## src/rtl/pisosh_pkg.sv

```systemverilog
package pisosh_pkg;

   localparam int unsigned PISOSH_STAGES = 8;
   localparam int unsigned PISOSH_SYNC_DEPTH = 3;
   localparam logic [7:0] PISOSH_STAGE_RST = 8'h00;
   localparam logic [2:0] PISOSH_SYNC_RST = 3'h0;
   localparam int unsigned PISOSH_CTRL_PINS = 4;
   localparam int unsigned PISOSH_SER_POS = 0;
   localparam int unsigned PISOSH_GATE_POS = 1;
   localparam int unsigned PISOSH_CLK_POS = 2;
   localparam int unsigned PISOSH_SEL_POS = 3;
   localparam int unsigned PISOSH_PAR_POS = 4;

endpackage : pisosh_pkg

```

## src/rtl/pisosh_sync.sv

```systemverilog
`timescale 1ns/1ps
module pisosh_sync
   import pisosh_pkg::*;
#(
   parameter int unsigned WIDTH = 1
) (
   input  wire logic             mclk_i,
   input  wire logic             srst_i,
   input  wire logic [WIDTH-1:0] async_i,
   output logic      [WIDTH-1:0] level_o
);

   typedef struct packed {
      logic [WIDTH-1:0] s1;
      logic [WIDTH-1:0] s2;
      logic [WIDTH-1:0] s3;
      logic [WIDTH-1:0] lvl;
   } pisosh_sync_st_t;

   pisosh_sync_st_t st_r;
   pisosh_sync_st_t st_nxt;

   ////////////////////////////////////////////////////////////////////////
   // three stages, change taken when stages two and three agree
   always_comb begin
      st_nxt     = st_r;
      st_nxt.s1  = async_i;
      st_nxt.s2  = st_r.s1;
      st_nxt.s3  = st_r.s2;
      for (int i = 0; i < int'(WIDTH); i++) begin
         if (st_r.s2[i] == st_r.s3[i]) begin
            st_nxt.lvl[i] = st_r.s3[i];
         end
      end
   end

   always_ff @(posedge mclk_i) begin
      if (srst_i) begin
         st_r <= '0;
      end else begin
         st_r <= st_nxt;
      end
   end

   assign level_o = st_r.lvl;

endmodule : pisosh_sync

```

## src/rtl/pisosh_top.sv

```systemverilog
// Behaviour
// - eight stages shift toward last stage
// - eight parallel inputs load while select low
// - select low: stages follow parallel inputs
// - clock rise with gate low shifts once
// - gate rise with clock low shifts once
// - either input high holds the stages
// - inverted serial output always provided
// - select high ignores parallel inputs
`timescale 1ns/1ps
module pisosh_top
   import pisosh_pkg::*;
#(
   parameter int unsigned STAGES = PISOSH_STAGES
) (
   input  wire logic              mclk_i,
   input  wire logic              srst_i,
   input  wire logic [STAGES-1:0] parallel_data_i,
   input  wire logic              shift_load_select_i,
   input  wire logic              shift_clock_i,
   input  wire logic              clock_gate_input_i,
   input  wire logic              serial_in_i,
   output logic                   serial_out_o,
   output logic                   serial_out_n_o
);

   ////////////////////////////////////////////////////////////////////////
   // local sizes and pin positions
   localparam int unsigned SW     = STAGES + PISOSH_CTRL_PINS;
   localparam int unsigned LAST   = STAGES - 1;
   localparam int unsigned PAR_LO = PISOSH_PAR_POS;

   ////////////////////////////////////////////////////////////////////////
   // operation picked for the stages each cycle
   typedef enum logic [2:0] {
      PISOSH_OP_LOAD  = 3'h1,
      PISOSH_OP_SHIFT = 3'h2,
      PISOSH_OP_HOLD  = 3'h4
   } pisosh_op_t;

   ////////////////////////////////////////////////////////////////////////
   // registered state
   typedef struct packed {
      logic [STAGES-1:0] stage;
      logic              clk_d;
      logic              gate_d;
      logic              q;
      logic              qn;
   } pisosh_st_t;

   ////////////////////////////////////////////////////////////////////////
   // internal nets
   pisosh_st_t        st_r;
   pisosh_st_t        st_nxt;

   logic [SW-1:0]     sync_in;
   logic [SW-1:0]     sync_lvl;
   logic [STAGES-1:0] par_s;
   logic              sel_s;
   logic              clk_s;
   logic              gate_s;
   logic              ser_s;

   logic              clk_rise;
   logic              gate_rise;
   logic              shift_ev;
   pisosh_op_t        op;
   logic [STAGES-1:0] stage_nxt;

   ////////////////////////////////////////////////////////////////////////
   // one pin level out of the synchronised vector
   function automatic logic pin_at(
      input logic [SW-1:0] vec,
      input int unsigned   pos
   );
      pin_at = vec[pos];
   endfunction : pin_at

   ////////////////////////////////////////////////////////////////////////
   // rise of one timing input while the other is low
   function automatic logic lone_rise(
      input logic now_lvl,
      input logic prev_lvl,
      input logic other_now,
      input logic other_prev
   );
      lone_rise = now_lvl && !prev_lvl && !other_now && !other_prev;
   endfunction : lone_rise

   ////////////////////////////////////////////////////////////////////////
   // operation from select level and shift event
   function automatic pisosh_op_t op_decode(
      input logic sel,
      input logic ev
   );
      if (!sel) begin
         op_decode = PISOSH_OP_LOAD;
      end else if (ev) begin
         op_decode = PISOSH_OP_SHIFT;
      end else begin
         op_decode = PISOSH_OP_HOLD;
      end
   endfunction : op_decode

   ////////////////////////////////////////////////////////////////////////
   // next value of one stage for an operation
   function automatic logic stage_pick(
      input pisosh_op_t opv,
      input logic       par_bit,
      input logic       lower_bit,
      input logic       own_bit
   );
      case (opv)
         PISOSH_OP_LOAD: begin
            stage_pick = par_bit;
         end

         PISOSH_OP_SHIFT: begin
            stage_pick = lower_bit;
         end

         default: begin
            stage_pick = own_bit;
         end
      endcase
   endfunction : stage_pick

   ////////////////////////////////////////////////////////////////////////
   // pins gathered for synchronising
   assign sync_in = {
      parallel_data_i,
      shift_load_select_i,
      shift_clock_i,
      clock_gate_input_i,
      serial_in_i
   };

   ////////////////////////////////////////////////////////////////////////
   // pin synchronisers
   pisosh_sync #(
      .WIDTH (SW)
   ) u_sync (
      .mclk_i  (mclk_i),
      .srst_i  (srst_i),
      .async_i (sync_in),
      .level_o (sync_lvl)
   );

   ////////////////////////////////////////////////////////////////////////
   // pin levels
   for (genvar p = 0; p < int'(STAGES); p++) begin : g_par
      // parallel bit p to stage p
      assign par_s[p] = pin_at(sync_lvl, PAR_LO + p);
   end

   assign sel_s  = pin_at(sync_lvl, PISOSH_SEL_POS);
   assign clk_s  = pin_at(sync_lvl, PISOSH_CLK_POS);
   assign gate_s = pin_at(sync_lvl, PISOSH_GATE_POS);
   assign ser_s  = pin_at(sync_lvl, PISOSH_SER_POS);

   ////////////////////////////////////////////////////////////////////////
   // shift event detection
   // clock rising edge
   assign clk_rise  = lone_rise(clk_s, st_r.clk_d, gate_s, st_r.gate_d);

   assign gate_rise = lone_rise(gate_s, st_r.gate_d, clk_s, st_r.clk_d);

   assign shift_ev  = clk_rise || gate_rise;

   assign op = op_decode(sel_s, shift_ev);

   ////////////////////////////////////////////////////////////////////////
   // per-stage next value
   for (genvar g = 0; g < int'(STAGES); g++) begin : g_stage
      if (g == 0) begin : g_first
         assign stage_nxt[g] = stage_pick(op, par_s[g], ser_s, st_r.stage[g]);
      end else begin : g_rest
         assign stage_nxt[g] = stage_pick(op, par_s[g], st_r.stage[g-1], st_r.stage[g]);
      end
   end

   ////////////////////////////////////////////////////////////////////////
   // next state
   always_comb begin
      st_nxt        = st_r;
      st_nxt.clk_d  = clk_s;
      st_nxt.gate_d = gate_s;
      st_nxt.stage  = stage_nxt;
      st_nxt.q      = stage_nxt[LAST];
      st_nxt.qn     = ~stage_nxt[LAST];
   end

   ////////////////////////////////////////////////////////////////////////
   // state register
   always_ff @(posedge mclk_i) begin
      if (srst_i) begin
         st_r       <= '0;
         st_r.stage <= STAGES'(PISOSH_STAGE_RST);
         st_r.qn    <= 1'b1;
      end else begin
         st_r <= st_nxt;
      end
   end

   assign serial_out_o   = st_r.q;
   assign serial_out_n_o = st_r.qn;

endmodule : pisosh_top

```

## config.mk

```make
export PLATFORM = sky130hd
export DESIGN_NAME = pisosh_top
export DESIGN_NICKNAME = d
export VERILOG_FILES = /design/src/rtl/pisosh_pkg.sv /design/src/rtl/pisosh_sync.sv /design/src/rtl/pisosh_top.sv
export SDC_FILE = /design/constraint.sdc
export NUM_CORES = 1
export LEC_CHECK = 0
export BUFFER_PORTS_ARGS = -buffer_cell sky130_fd_sc_hd__buf_2
export CAP_MARGIN = 0
export CORE_ASPECT_RATIO = 1.25
export CORE_UTILIZATION = 45
export CTS_BUF_LIST = sky130_fd_sc_hd__clkbuf_16
export CTS_CLUSTER_SIZE = 24
export DETAILED_ROUTE_END_ITERATION = 16
export PLACE_DENSITY_LB_ADDON = 0.2
export SYNTH_ARGS = -nofsm -noshare
export SYNTH_HDL_FRONTEND = slang
export SYNTH_SLANG_ARGS = --single-unit
```

## constraint.sdc

```tcl
create_clock -name mclk_i -period 3.9 [get_ports mclk_i]
set_input_delay 0.39 -clock mclk_i [delete_from_list [all_inputs] [get_ports mclk_i]]
set_output_delay 0.39 -clock mclk_i [all_outputs]
set_load 0.02 [all_outputs]
```

==> out/qor_table.md <==
| Item | Reported |
|:---|:---|
| Bufs on Longest Clock Path | 2 |
| Clock sinks | 59 |
| Number of buffers inserted by port buffering | 15 |
| Worst setup path class | flop to flop |
| Synthesized Nets | 193 |
| Fill cell count | 372 |
| Depth of the worst register-to-register path | 3 |
| End point of the worst hold path | u_sync.st_nxt[28] |
| Critical Path Start Type | flop |
| Cell area after placement | 0.00197 mm² |
| Standard cell core area | 0.00388 mm² |
| Rows | 25 |
| Flops & latches, synth | 59 |
| Worst slew slack as a fraction of its limit | 0.376 |
| Leakage component of the power | 0.828 nW |
| Antenna diode instance count | 0 |
| Number of remaining DRC errors | 0 |
| TritonCTS Buffers | 9 |
| DR pass1 iterations | 4 |
| Fraction of the yosys area taken by sequential cells | 0.636 |
| Library cell used as clock root buffer | clkbuf_16 |
| Clock transition at path regs | 0.05 ns |
| Most frequent standard cell in the layout excluding fill and tap cells | dfxtp_1 |
| Critical path endpoint category | flop |
| Maximum fanout along the worst path | 8 |
| Total count of max-transition violations in the final report | 0 |
| GPL Wtd Cong | 0.713 |
| Fin area | 0.00228 mm² |
| Per-cell via count in the routed design | 4.80 |
| FF-to-FF Start | u_sync.level_o[1] |
| Die Span X | 59.5 µm |
| # Post-CTS Setup Buffers | 0 |
| Height of the chip | 73.8 µm |
| Pwr per Cell Area | 637 mW/mm² |
| Max-cap violation count | 0 |
| Share of cells above drive strength 1 | 0.164 |
| Average cell area after synthesis | 10.4 µm² |
| Largest clock skew in the final design | 0.00406 ns |
| Timing-limited maximum frequency | 680 MHz |
| R2R setup slack | 2.43 ns |
| Number of DRC markers after the initial detailed-route iteration | 35 |
| Most used cells in the layout excluding fill and tap cells | 59 x dfxtp_1, 37 x nor2b_1, 18 x o21ai_0 |
| Antenna violations before repair | 0 |
| Final ANT Viol Nets | 0 |
| Yosys Warn Count | 0 |
| Worst supply voltage drop on vdd | 0.000413 V |
| Initial cell density of the core | 0.479 |
| Number of primary I/O pins | 16 |
| Status | finished clean |
| Wire per inst | 11.0 µm |
| Setup violators final | 0 |
| Arr. time, crit path | 1.67 ns |
| Global-route total usage across every layer | 0.156 |
| Count of hold-fix buffers inserted at cts | 0 |
| Unrepaired setup endpoints after global routing | false |
| Total negative slack | 0 ns |
| Combined flip-flop and latch cell area | 0.00118 mm² |
| Cells after synthesis | 179 |
| Skew-Pair Late Insertion Delay | 0.31 ns |
| Sum of net half-perimeters after detailed placement | 1.69 mm |
| Fin nets | 210 |
| Overall power of the completed layout | 1.45 mW |
| Transition time at the pin with the least slew margin | 0.935 ns |
| Area growth from synthesis to final layout | 22.5% |
| Synth cell types | 18 |
| Period minus WS final | 1.47 ns |
| Share of the core filled with cells in the final layout | 0.587 |
| Total global routing overflow | 0 |
| Tcrit/Tclk final | 0.377 |
| Req. time, crit path | 4.10 ns |
| Final wirelength | 2.80 mm |
| Die footprint | 0.00439 mm² |
| Resize count post-CTS | 0 |
| H-tree depth reported by CTS | 3 |
| Via count | 1225 |
| Cell area after synthesis | 0.00186 mm² |
| Worst hold path depth | 2 |
| Final Hold Vio Count | 0 |
| Source of the worst hold timing path | parallel_data_i[0] |
| Path class of the lowest-slack min-delay path | input pin to flop |
| Area of the multi-input gates | 643 µm² |
| Wire length of the first global-routing pass | 4.88 mm |
| TritonCTS clock tree | yes |
| Number of global-route vias before repair | 1184 |
| Largest net degree at the start of global routing | 60 |
| Reg-to-reg endpoint | st_r[8] |
## synth_stat cells (all sizes together)
cell type	count	area, µm²
a311o	1	10.0
clkbuf	8	30.0
nand2	12	45.0
o21ai	20	100
or2	1	6.26
nor2b	38	240
buf	1	3.75
xnor2	1	8.76
a21oi	12	60.1
dfxtp	59	1180
nand3	8	45.0
nor2	9	41.3
a311oi	8	70.1
xor2	1	16.3
## worst max path at each step
stage | cells after the start | slack [ns] | to | startpoint
global placement | 3 | 2.51 | serial_out_n_o | u_sync.level_o[1]
finish | 3 | 2.43 | st_r[8] | u_sync.level_o[1]
detailed placement | 2 | 2.46 | u_sync.st_nxt[21] | srst_i
CTS | 3 | 2.46 | serial_out_n_o | u_sync.level_o[1]
global route | 3 | 2.31 | st_r[9] | u_sync.level_o[1]
floorplan | 3 | 2.64 | serial_out_n_o | u_sync.level_o[1]
## per-layer routing
metal,vias to the layer above,GRT usage,wire [µm]
li1,638,-,-
met1,548,0.161,1240
met2,32,0.251,1350
met3,7,0.0634,130
met4,0,0.116,73
met5,-,0,0
## stage by stage
step	hold WS (ns)	setup slack (ns)	instances
floorplan	0.414	2.64	179
global placement	0.418	2.51	239
detailed placement	0.423	2.46	239
CTS	0.272	2.46	255
global route	0.280	2.31	255
finish	0.282	2.43	255
## cell type report
type | count | share of cell area
Sequential cell | 59 | 0.519
Multi-Input combinational cell | 111 | 0.283
Clock buffer | 9 | 0.0990
Clock inverter | 7 | 0.0368
Timing Repair Buffer | 15 | 0.0330
Tap cell | 54 | 0.0297
## flip-flops by register name (all words and copies together) (netlist names), named ones only
signal and cells:
u_sync.st_nxt 24, u_sync.level_o 12, u_sync.st_r 12, serial_out_n_o 1, st_r 9
## power by group
group	leakage, nW	switching [mW]	total [mW]	internal (mW)
Sequential	0.482	0.00568	0.626	0.620
Clock	0.152	0.248	0.797	0.549
Combinational	0.195	0.0132	0.0266	0.0134
Total	0.828	0.267	1.45	1.18
## cells by family (layout without fill, tap and decap cells)
group / count (synthesis) / after routing / share of synthesized area
XOR/XNOR: 2 / 2 / 0.0135
AND/OR/NAND/NOR: 68 / 68 / 0.203
AO/OA/AOI/OAI: 41 / 41 / 0.129
flip-flops: 59 / 59 / 0.636
buffers and inverters: 9 / 31 / 0.0182
## worst max-delay path, stage by stage, from the launching register on
cell and delay, ns:
dfxtp_1 0.36, xnor2_1 0.51, o21ai_0 0.15, a311oi_1 0.33
No activity file was read; power rests on OpenSTA's default activity.
